`src/shared/chop_pkg.sv`:
```
// What this block does
// RQ1 - Turn output on; comparator trip ends ON
// RQ2 - Fixed OFF-time after trip, then restart
// RQ3 - Ignore comparator during blanking after turn-on
// RQ4 - ON period never shorter than blanking
// RQ5 - OFF-time from oscillator, three levels
// RQ6 - Synchronous rectifier MOSFET on during OFF
// RQ7 - Dead time 0.5 us between MOSFET switches
// RQ8 - Load short above 0.45 V disables outputs
// RQ9 - Positive sense during OFF flags coil-open
// RQ10 - Three consecutive coil-open periods qualify protection
// RQ11 - Breakdown time must exceed delay before shutdown
// RQ12 - Unqualified breakdown keeps normal chopping running
// RQ13 - Microstep updates trip target each step
// RQ14 - Trip targets follow sine-shaped ratio sequence
// RQ15 - Stay disabled until supply cycled or standby
// RQ16 - Coil-open detection only while chopping active
// RQ17 - Two phase controllers; any fault stops all
// RQ18 - Per-phase counters cleared on reset, release
//
// Purpose: constants and types for the two-phase chopping controller
// Assumes: 20 MHz clock
// Notes:   sense comparisons are done by analog comparators outside
`default_nettype none
package chop_pkg;
  localparam int CLK_MHZ        = 20;
  localparam int BLANK_STD_NS   = 1500;
  localparam int BLANK_LONG_NS  = 3000;
  localparam int DEAD_NS        = 500;
  localparam int OFF_SHORT_NS   = 4000;
  localparam int OFF_MID_NS     = 8000;
  localparam int OFF_LONG_NS    = 12000;
  localparam int OPEN_DELAY_NS  = 20000;
  localparam int BLANK_STD_CYC  = (BLANK_STD_NS * CLK_MHZ + 999) / 1000;
  localparam int BLANK_LONG_CYC = (BLANK_LONG_NS * CLK_MHZ + 999) / 1000;
  localparam int DEAD_CYC       = (DEAD_NS * CLK_MHZ + 999) / 1000;
  localparam int OFF_SHORT_CYC  = (OFF_SHORT_NS * CLK_MHZ + 999) / 1000;
  localparam int OFF_MID_CYC    = (OFF_MID_NS * CLK_MHZ + 999) / 1000;
  localparam int OFF_LONG_CYC   = (OFF_LONG_NS * CLK_MHZ + 999) / 1000;
  localparam int OPEN_DELAY_CYC = (OPEN_DELAY_NS * CLK_MHZ + 999) / 1000;
  localparam int OPEN_COUNT     = 3;
  localparam int TW             = 10;
  localparam int NSTEP          = 16;
  // Ratio thresholds selecting the OFF-time level
  localparam logic [7:0] RATIO_HI  = 8'hC0;
  localparam logic [7:0] RATIO_MID = 8'h60;

  typedef enum logic [3:0] {
    ST_DEAD_ON  = 4'h1,
    ST_ON       = 4'h2,
    ST_DEAD_OFF = 4'h4,
    ST_OFF      = 4'h8
  } chop_e;

  typedef struct packed {
    chop_e         st;
    logic [TW-1:0] tmr;
    logic [1:0]    open_cnt;
    logic          open_seen;
    logic [TW-1:0] brk_tmr;
  } phase_s;

  typedef struct packed {
    logic main_fet;
    logic rect_fet;
  } gate_s;

  typedef struct packed {
    phase_s [1:0]      ph;
    logic              fault;
    logic [3:0]        step_idx;
    logic [1:0][7:0]   target;
  } state_s;
endpackage
`default_nettype wire

```
`src/core/stepper_chop.sv`:
```
// Purpose: two-phase fixed OFF-time current chopper with fault guard
// Assumes: comparator inputs synchronous to clk
// Notes:   one module holds all state in one packed struct
`timescale 1ns/1ps
`default_nettype none
module stepper_chop
  import chop_pkg::*;
(
  input  wire logic       clk,
  input  wire logic       sys_rst,
  input  wire logic       long_blank,
  input  wire logic       microstep,
  input  wire logic       step_pulse,
  input  wire logic       chop_active,
  input  wire logic       step_mode_sel_a,
  input  wire logic       step_mode_sel_b,
  input  wire logic       step_mode_sel_c,
  input  wire logic [1:0] trip_cmp,
  input  wire logic [1:0] short_cmp,
  input  wire logic [1:0] sense_positive,
  input  wire logic [1:0] breakdown,
  input  wire logic [7:0] ratio_a,
  input  wire logic [7:0] ratio_b,
  output gate_s     [1:0] gate,
  output logic      [7:0] trip_threshold_voltage_a,
  output logic      [7:0] trip_threshold_voltage_b,
  output logic            fault_shutdown
);
  // ----------------------------------------------------------------
  // Sine table
  // ----------------------------------------------------------------
  // Half-wave table; the peak saturates at full scale instead of wrapping
  function automatic logic [7:0] sine_ratio(input logic [3:0] i);
    logic [7:0] r;
    r = 8'h00;
    case (i)
      4'h0:    r = 8'h00;
      4'h1:    r = 8'h32;
      4'h2:    r = 8'h62;
      4'h3:    r = 8'h8E;
      4'h4:    r = 8'hB4;
      4'h5:    r = 8'hD4;
      4'h6:    r = 8'hEC;
      4'h7:    r = 8'hFA;
      4'h8:    r = 8'hFF;
      4'h9:    r = 8'hFA;
      4'hA:    r = 8'hEC;
      4'hB:    r = 8'hD4;
      4'hC:    r = 8'hB4;
      4'hD:    r = 8'h8E;
      4'hE:    r = 8'h62;
      4'hF:    r = 8'h32;
      default: r = 8'h00;
    endcase
    return r;
  endfunction

  function automatic logic [TW-1:0] off_len(input logic [7:0] r);
    if (r >= RATIO_HI) return TW'(OFF_LONG_CYC);
    else if (r >= RATIO_MID) return TW'(OFF_MID_CYC);
    else return TW'(OFF_SHORT_CYC);
  endfunction

  // Gates drop with the fault bit itself, so a shutdown takes effect
  // without waiting for either phase to leave its state
  function automatic logic gate_drive(input phase_s ph, input chop_e want, input logic flt);
    return !flt && ph.st == want;
  endfunction

  // ----------------------------------------------------------------
  // State
  // ----------------------------------------------------------------
  state_s          s;
  state_s          next_s;
  logic            release_req;
  logic [7:0]      ratio [1:0];
  logic [TW-1:0]   blank_len;
  logic [1:0]      open_trip;

  assign release_req = step_mode_sel_a & step_mode_sel_b & step_mode_sel_c;
  assign ratio[0]    = microstep ? s.target[0] : ratio_a;
  assign ratio[1]    = microstep ? s.target[1] : ratio_b;
  assign blank_len   = long_blank ? TW'(BLANK_LONG_CYC) : TW'(BLANK_STD_CYC); // [RQ3]

  // Coil-open protection needs both the count and the accumulated breakdown time
  generate
    for (genvar g = 0; g < 2; g++) begin : g_open
      assign open_trip[g] = s.ph[g].open_cnt == 2'(OPEN_COUNT)
                            && s.ph[g].brk_tmr > TW'(OPEN_DELAY_CYC);          // [RQ10] [RQ11]
    end
  endgenerate

  always_comb begin
    next_s = s;
    // --------------------------------------------------------------
    // Microstep trip targets
    // --------------------------------------------------------------
    if (microstep && step_pulse) begin
      next_s.step_idx  = s.step_idx + 4'h1;                                  // [RQ13]
      next_s.target[0] = sine_ratio(s.step_idx + 4'h1);                      // [RQ14]
      next_s.target[1] = sine_ratio(s.step_idx + 4'h5);                      // [RQ14]
    end

    // --------------------------------------------------------------
    // Per-phase chopper
    // --------------------------------------------------------------
    // The phases run free of each other; only the fault bit is shared
    for (int p = 0; p < 2; p++) begin
      case (s.ph[p].st)
        ST_DEAD_ON: begin
          if (s.ph[p].tmr == TW'(DEAD_CYC - 1)) begin                        // [RQ7]
            next_s.ph[p].st  = ST_ON;                                        // [RQ1]
            next_s.ph[p].tmr = '0;
          end else begin
            next_s.ph[p].tmr = s.ph[p].tmr + TW'(1);
          end
        end
        ST_ON: begin
          // The comparator is looked at only once the blank count is spent
          if (s.ph[p].tmr < blank_len) begin
            next_s.ph[p].tmr = s.ph[p].tmr + TW'(1);                         // [RQ3] [RQ4]
          end else if (trip_cmp[p]) begin
            next_s.ph[p].st  = ST_DEAD_OFF;                                  // [RQ1]
            next_s.ph[p].tmr = '0;
          end
        end
        ST_DEAD_OFF: begin
          if (s.ph[p].tmr == TW'(DEAD_CYC - 1)) begin                        // [RQ7]
            next_s.ph[p].st        = ST_OFF;
            next_s.ph[p].tmr       = '0;
            next_s.ph[p].open_seen = 1'b0;
          end else begin
            next_s.ph[p].tmr = s.ph[p].tmr + TW'(1);
          end
        end
        ST_OFF: begin
          if (chop_active && sense_positive[p]) begin
            next_s.ph[p].open_seen = 1'b1;                                   // [RQ9] [RQ16]
          end
          // Saturates; a wrapped timer would hide a long avalanche
          if (chop_active && breakdown[p] && s.ph[p].brk_tmr != '1) begin
            next_s.ph[p].brk_tmr = s.ph[p].brk_tmr + TW'(1);                 // [RQ11]
          end
          if (s.ph[p].tmr >= off_len(ratio[p]) - TW'(1)) begin               // [RQ2] [RQ5]
            next_s.ph[p].st  = ST_DEAD_ON;
            next_s.ph[p].tmr = '0;
            if (next_s.ph[p].open_seen) begin
              if (s.ph[p].open_cnt != 2'(OPEN_COUNT)) begin
                next_s.ph[p].open_cnt = s.ph[p].open_cnt + 2'h1;             // [RQ10]
              end
            end else begin
              next_s.ph[p].open_cnt = '0;                                    // [RQ10] [RQ12]
              next_s.ph[p].brk_tmr  = '0;
            end
          end else begin
            next_s.ph[p].tmr = s.ph[p].tmr + TW'(1);
          end
        end
        default: begin
          next_s.ph[p].st  = ST_DEAD_ON;
          next_s.ph[p].tmr = '0;
        end
      endcase
    end

    // --------------------------------------------------------------
    // Fault guard
    // --------------------------------------------------------------
    if (|open_trip) begin
      next_s.fault = 1'b1;                                                   // [RQ11] [RQ17]
    end
    // Release also clears the qualification, so a stale count cannot re-trip
    if (s.fault && release_req) begin
      next_s.fault = 1'b0;                                                   // [RQ15]
      for (int p = 0; p < 2; p++) begin
        next_s.ph[p].open_cnt  = '0;                                         // [RQ18]
        next_s.ph[p].brk_tmr   = '0;
        next_s.ph[p].open_seen = 1'b0;
        next_s.ph[p].st        = ST_DEAD_ON;
        next_s.ph[p].tmr       = '0;
      end
    end
    // A short seen in the release cycle wins, so a live short is never cleared
    if (|short_cmp) begin
      next_s.fault = 1'b1;                                                   // [RQ8] [RQ17]
    end
  end

  // ----------------------------------------------------------------
  // Register
  // ----------------------------------------------------------------
  always_ff @(posedge clk) begin
    if (sys_rst) begin
      for (int p = 0; p < 2; p++) begin
        s.ph[p].st        <= ST_DEAD_ON;
        s.ph[p].tmr       <= '0;
        s.ph[p].open_cnt  <= '0;                                             // [RQ18]
        s.ph[p].open_seen <= 1'b0;
        s.ph[p].brk_tmr   <= '0;
        s.target[p]       <= 8'h00;
      end
      s.fault    <= 1'b0;
      s.step_idx <= 4'h0;
    end else begin
      s <= next_s;
    end
  end

  // ----------------------------------------------------------------
  // Outputs
  // ----------------------------------------------------------------
  generate
    for (genvar g = 0; g < 2; g++) begin : g_gate
      assign gate[g].main_fet = gate_drive(s.ph[g], ST_ON, s.fault);         // [RQ1] [RQ17]
      assign gate[g].rect_fet = gate_drive(s.ph[g], ST_OFF, s.fault);        // [RQ6]
    end
  endgenerate
  assign trip_threshold_voltage_a = s.target[0];
  assign trip_threshold_voltage_b = s.target[1];
  assign fault_shutdown           = s.fault;
endmodule // stepper_chop
`default_nettype wire

```
`config.mk`:
```
export PLATFORM = sky130hd
export DESIGN_NAME = stepper_chop
export DESIGN_NICKNAME = d
export VERILOG_FILES = /design/src/shared/chop_pkg.sv /design/src/core/stepper_chop.sv
export SDC_FILE = /design/constraint.sdc
export NUM_CORES = 1
export LEC_CHECK = 0
export ABC_AREA = 1
export BUFFER_PORTS_ARGS = -buffer_cell sky130_fd_sc_hd__buf_2
export CORE_ASPECT_RATIO = 1.1
export CORE_MARGIN = 3
export CORE_UTILIZATION = 35
export DETAILED_ROUTE_END_ITERATION = 8
export GPL_TIMING_DRIVEN = 0
export HOLD_SLACK_MARGIN = 0.15
export SETUP_SLACK_MARGIN = 0.15
export SKIP_CTS_REPAIR_TIMING = 1
export SLEW_MARGIN = 10
export SYNTH_ARGS = -nofsm -noshare
export SYNTH_HDL_FRONTEND = slang
export SYNTH_SLANG_ARGS = --single-unit
```
`constraint.sdc`:
```
create_clock -name clk -period 2.9 [get_ports clk]
set_clock_uncertainty 0.2 [all_clocks]
set_input_delay 0.435 -clock clk [delete_from_list [all_inputs] [get_ports clk]]
set_output_delay 0.435 -clock clk [all_outputs]
set_load 0.02 [all_outputs]
```
==> results.md, run 1 <==
* Top cell type's share of synthesized area at 30.4%
* Worst VDD drop at 0.308 mV
* GPL Wtd Cong at 0.904
* H-tree depth at 3
* PortBufs at 42
* Max cap viols at 0
* Hold/Removal Path Class: in -> reg
* Slew Limit Fails at 0
* N_diodes at 0
* Leak Pwr at 2.62 nW
* Placed insts at 973
* Final WL at 12500 um
* Largest net degree at the start of global routing at 13
* Setup TNS at 0 ns
* Initial antenna violation count at 0
* Buf/Inv on CP at 4
* Vias in the first global route at 4354
* I/O pins at 54
* Post-synth EDFFs at 0
* Die Height at 131 um
* Type of origin of the critical path: input pin
* Async set or reset register ratio after synthesis at 0%
* Die ar. at 15600 um2
* CP peak stage delay at 0.27 ns
* DR iter-0 viols at 338
* Yosys synthesis warning count at 0
* Cts bufs inserted at 9
* Starting Density at 36.6%
* Final Core Density at 42.2%
* Tmin final at 2.46 ns
* CTS tree: done
* Share of cells above drive strength 1 at 14.0%
* Post-synth top flop: dfxtp_1
* FMAX at 406 MHz
* Fin. Hold Viols at 0
* Core Area at 13500 um2
* Die width at 119 um
* Slew headroom at 58.2%
* Hpwl dp at 9300 um
* Area grow syn2layout at 15.4%
* Nets@finish at 860
* Most used routing layer: met2
* Clk buf depth at 2
* Hold WS at 0.202 ns
* Register bit total from synthesis at 75
* Class of the most critical setup path: in -> reg
* Worst Path Max Fanout at 10
* Seq/Total Area, Yosys at 30.4%
* Endpoints failing setup at 0
* Synth cell types at 46
* WL per Instance at 12.6 um
* WP data arrival at 2.49 ns
* Worst path slowest cell: ha_1
* Worst Setup End Kind: flip-flop
* Crit-path leading delay family: compound AO/OA/AOI/OAI gates
* Met3 Resource Use GR at 2.84%
* Area of the mapped netlist at 4940 um2
* Filler cells at 1454
* Avg Cell Area, Syn at 6.61 um2
* PwrDens at 562 nW/um2
* RSZ-0062 raised after global routing: yes
* Met1 Use GR at 21.8%
* Root Driver: clkbuf_16
* Status: finished, final reports clean
* Reg clk slew, reported paths at 0.06 ns
* First-pass GRT wire length at 21200 um
* Area leader, netlist: dfxtp_1
* Final std cells w/o fill at 989
* Post-route ant nets at 0
* CTS Sinks at 75
* Top cells by area, synth: dfxtp_1 30%, nand2_1 13%, inv_1 7.7%
* Final period util at 84.9%
* Post-DR vias/cell at 4.80
* Syn Nets at 807
* Core Rows at 44
* Worst path cell trace: buf_2 -> inv_1 -> o21ai_0 -> a21oi_1 -> a21oi_1 -> inv_1 -> ha_1 -> nand2_1 -> o21ai_1 -> nand2_1 -> nand3_2 -> nand2_1 -> buf_4 -> a21oi_1 -> nor2_1
* Syn Inst Count at 747
* WP data required at 2.93 ns
* GR Util All Layers at 16.6%
* Slew @ Worst Pin at 0.627 ns
* Drc violations at 0
* DRT Pass-1 Iters at 5
* Gr ovfl total at 0
* Worst-skew pair later-pin latency at 0.34 ns
* Vias at 4744
* M2 GR Usage at 27.4%
## per-layer routing
| layer | vias to the layer above | routed length [um] | part of all wire, % |
|---|---|---|---|
| li1 | 2527 | - | - |
| met1 | 2096 | 6060 | 49 |
| met2 | 98 | 5610 | 45 |
| met3 | 23 | 476 | 3.8 |
| met4 | 0 | 319 | 2.6 |
| met5 | - | 0 | 0 |
## registers in the layout (all words and copies together), names as in the netlist
| register | count |
|---|---|
| s | 58 |
| trip_threshold_voltage_a | 8 |
| trip_threshold_voltage_b | 8 |
| fault_shutdown | 1 |
## worst paths after layout
| kind | from | to | slack, ns | depth (start not counted) |
|---|---|---|---|---|
| worst min register to register | s[31] | s[31] | 0.26 | 2 |
| worst max register to register | trip_threshold_voltage_a[7] | s[30] | 0.46 | 14 |
| worst max-delay path | microstep | s[30] | 0.44 | 15 |
| worst min-delay path | short_cmp[1] | fault_shutdown | 0.20 | 3 |
## synthesized netlist by cell type (2+ instances only)
library cell  number
o31ai_1            2
nor4_1             4
inv_1            101
nor2_2             3
a31oi_1            3
a32oi_1            2
or2_2              2
nor3_1             7
nand4_2            2
clkinv_1           2
nand4_1           16
xor2_1            10
o21ai_0           38
buf_4             17
o21bai_1           3
inv_2              5
buf_2              3
o21ai_1            8
nand3_1           57
ha_1              27
o221ai_1           2
nor3b_2            2
xor2_2             2
clkbuf_1           6
o211ai_1          12
nand2_2           10
nor2_1            83
nand2_1          172
nand3_2            2
a21oi_1           50
buf_1              2
dfxtp_1           75
nand3b_1           3
a22oi_1            2
## metrics by stage
step | power [W] | worst slack, ns | cell area, um2
after floorplan | 0.00183 | 0.475 | 4940
after global placement | 0.00203 | 0.0427 | 5380
after detailed placement | 0.00203 | 0.0495 | 5380
after CTS | 0.00322 | 0.406 | 5690
after global routing | 0.00342 | 0.130 | 5700
final | 0.00320 | 0.439 | 5700
## kinds of logic (layout without fill, tap and decap cells)
group | after synthesis | count (layout) | share of synthesized area (%)
buffers and inverters | 137 | 195 | 11.9
xor gates and xnor gates | 13 | 13 | 2.61
DFF | 75 | 75 | 30.4
AOI/OAI and AO/OA | 126 | 126 | 14.5
and+or+nand+nor | 369 | 369 | 33.7
adders and majority gates | 27 | 27 | 6.84
## final cells by class
class / count / area [um2] / share of cell area [%]
multi-input cells: 535 / 2850 / 50.0
flip-flops and latches: 75 / 1500 / 26.4
inverters: 108 / 405 / 7.12
clock buffers: 12 / 267 / 4.68
well taps: 184 / 230 / 4.04
repair buffers: 42 / 210 / 3.69
plain buffers: 29 / 184 / 3.23
clock inverters: 4 / 47.5 / 0.835
## worst register-to-register path, stage by stage, from the launching register on
cell and delay, ns:
dfxtp_1 0.38, nand2_1 0.09, o21ai_0 0.14, a21oi_1 0.12
a21oi_1 0.19, inv_1 0.07, ha_1 0.27, nand2_1 0.04
o21ai_1 0.14, nand2_1 0.12, nand3_2 0.12, nand2_1 0.08
buf_4 0.17, a21oi_1 0.15, nor2_1 0.06
## where the power goes
| group | switching [W] | internal (W) |
|---|---|---|
| Sequential | 0.0000844 | 0.00112 |
| Combinational | 0.000526 | 0.000291 |
| Clock | 0.000446 | 0.000734 |
| Total | 0.00106 | 0.00214 |
## layout by cell type (no fill, tap or decap), types with 3 or more instances in the layout
master / n
nand2_2: 9
nor4_1: 4
clkbuf_1: 6
nor3_1: 7
ha_1: 27
o21bai_1: 3
xor2_1: 10
nand3_1: 57
buf_2: 45
nand4_1: 16
clkbuf_16: 9
inv_2: 5
nor2_1: 83
clkbuf_8: 3
nand3b_1: 3
o211ai_1: 12
inv_1: 101
nor2_2: 3
a31oi_1: 3
nand2_1: 172
buf_4: 17
o21ai_0: 37
a21oi_1: 50
o21ai_1: 9
dfxtp_1: 75
Note: power is estimated with default switching activity, not from simulation.
==> run 2: changes to the inputs <==
- clock period: 2.9 -> 2.4 ns (I/O delays scaled with it)
==> run 2 against run 1 <==
  * Sequential cell count unchanged
  * Combinational power is 33% higher
  * Sequential share of layout area fell by 1.2 points
  * Die area is the same
  * Non-clock buffer count is 10 higher
  * Clock-buffer cell count shrank 1
  * Global-route usage increased by 0.12 points
  * Largest power group unchanged
==> results.md, run 2 (synthesized netlist as in run 1, its figures left out) <==
* Status: finished, final reports clean
* WP data required at 2.42 ns
* PortBufs at 42
* WP data arrival at 2.20 ns
* Area grow syn2layout at 21.9%
* Final period util at 90.9%
* Reg clk slew, reported paths at 0.06 ns
* Filler cells at 1408
* Share of cells above drive strength 1 at 20.3%
* Starting Density at 36.6%
* Root Driver: clkbuf_16
* Hold_sp: sys_rst
* Post-DR vias/cell at 4.87
* Hold/Removal Path Class: in -> reg
* Final Core Density at 44.6%
* Design Area, Final at 6010 um2
* Drc violations at 0
* Vias in the first global route at 4521
* Die Height at 131 um
* Slew headroom at 58.1%
* Reg2Reg Depth at 15
* Nets@finish at 871
* Max FFs per register at 58
* Die width at 119 um
* CTS Sinks at 75
* Worst-skew pair later-pin latency at 0.35 ns
* R2R Path Start: trip_threshold_voltage_a[7]
* Post-route ant nets at 0
* GR Util All Layers at 16.7%
* DR iter-0 viols at 268
* Core Area at 13500 um2
* Max cap viols at 0
* Most flops, register: s
* Type of origin of the critical path: flip-flop
* Placed cell areas at 5400 um2
* Most common cell after layout, fill and taps aside: nand2_1
* I/O pins at 54
* Worst Path Max Fanout at 3
* Hold Path Depth at 2
* Leak Pwr at 2.72 nW
* Placed insts at 973
* Worst VDD drop at 0.270 mV
* Clk buf depth at 2
* Hpwl dp at 9390 um
* Final setup margin at 0.219 ns
* Commonest cells after routing, fill and taps aside: 163 x nand2_1, 99 x inv_1, 76 x nor2_1
* WL per Instance at 12.9 um
* R2R Path End: s[32]
* Flop2flop setup slack at 0.22 ns
* Largest net degree at the start of global routing at 14
* Endpoints failing setup at 0
* Gr ovfl total at 0
* Place WS at -0.212 ns
* Final std cells w/o fill at 1000
* First-pass GRT wire length at 21100 um
* GPL Wtd Cong at 0.853
* Cts bufs inserted at 9
* Fin. Hold Viols at 0
* Worst Setup End Kind: flip-flop
* PwrDens at 662 nW/um2
* Vias at 4868
* Worst hold path endpoint: trip_threshold_voltage_a[6]
* CTS tree: done
* FMAX at 459 MHz
* Tmin final at 2.18 ns
* Initial antenna violation count at 0
* N_diodes at 0
* Final WL at 12900 um
* RSZ-0062 raised after global routing: yes
* H-tree depth at 3
* Slew @ Worst Pin at 0.628 ns
* Slew Limit Fails at 0
* Die ar. at 15600 um2
* Core Rows at 44
* DRT Pass-1 Iters at 4
* Class of the most critical setup path: reg -> reg
## run 2: cell types whose count changed in the layout (fill, tap and decap cells not counted), moves of 7 or more
cell     before  now
a21oi_1      50   40
a21oi_2       0    9
dfxtp_1      75   67
dfxtp_2       0    8
nand2_1     172  163
nor2_1       83   76
## run 2: per-stage QoR
step | TNS, ns | hold WS, ns | total power (W)
3_5_place_dp | -6.06 | 0.256 | 0.00249
6_report | 0 | 0.129 | 0.00398
4_1_cts | -0.315 | 0.0931 | 0.00393
5_1_grt | 0 | 0.151 | 0.00425
2_1_floorplan | 0 | 0.229 | 0.00224
3_3_place_gp | -5.39 | 0.252 | 0.00248
## run 2: how the worst max path moves through the flow
stage,startpoint,end,slack (ns)
floorplan,microstep,s[30],0.15
global placement,microstep,s[56],-0.18
detailed placement,microstep,s[56],-0.21
CTS,trip_threshold_voltage_a[5],s[42],-0.04
global route,trip_threshold_voltage_a[7],s[32],0.05
finish,trip_threshold_voltage_a[7],s[32],0.22
## run 2: critical path: stages, from the launching register on
cell     delay (ns)
dfxtp_2        0.34
nand2_1        0.10
o21ai_2        0.12
a21oi_2        0.07
a21oi_2        0.13
inv_1          0.06
ha_1           0.26
nand2_1        0.05
o21ai_2        0.13
nand2_2        0.10
nand2_1        0.08
nand2_1        0.08
nor2_2         0.12
o21ai_0        0.08
o21ai_0        0.08
nor2_1         0.05
## run 2: per-layer routing
layer	track usage, %	wire, um
met5	0	0
met4	7.77	297
met3	2.84	529
met2	27.9	6040
met1	21.3	6020
## run 2: final cells by class
type / instances / area [um2] / area share, %
Inverter: 108 / 408 / 6.78
Clock buffer: 11 / 253 / 4.20
Tap cell: 184 / 230 / 3.83
Buffer: 29 / 193 / 3.20
Sequential cell: 75 / 1510 / 25.1
Clock inverter: 5 / 61.3 / 1.02
Timing Repair Buffer: 52 / 300 / 4.99
Multi-Input combinational cell: 536 / 3060 / 50.8
## run 2: power by group
| group | internal, W | total [W] | switching (W) |
|---|---|---|---|
| clock network | 0.000866 | 0.00144 | 0.000571 |
| registers | 0.00135 | 0.00146 | 0.000105 |
| logic | 0.000402 | 0.00109 | 0.000687 |
| total | 0.00262 | 0.00398 | 0.00136 |
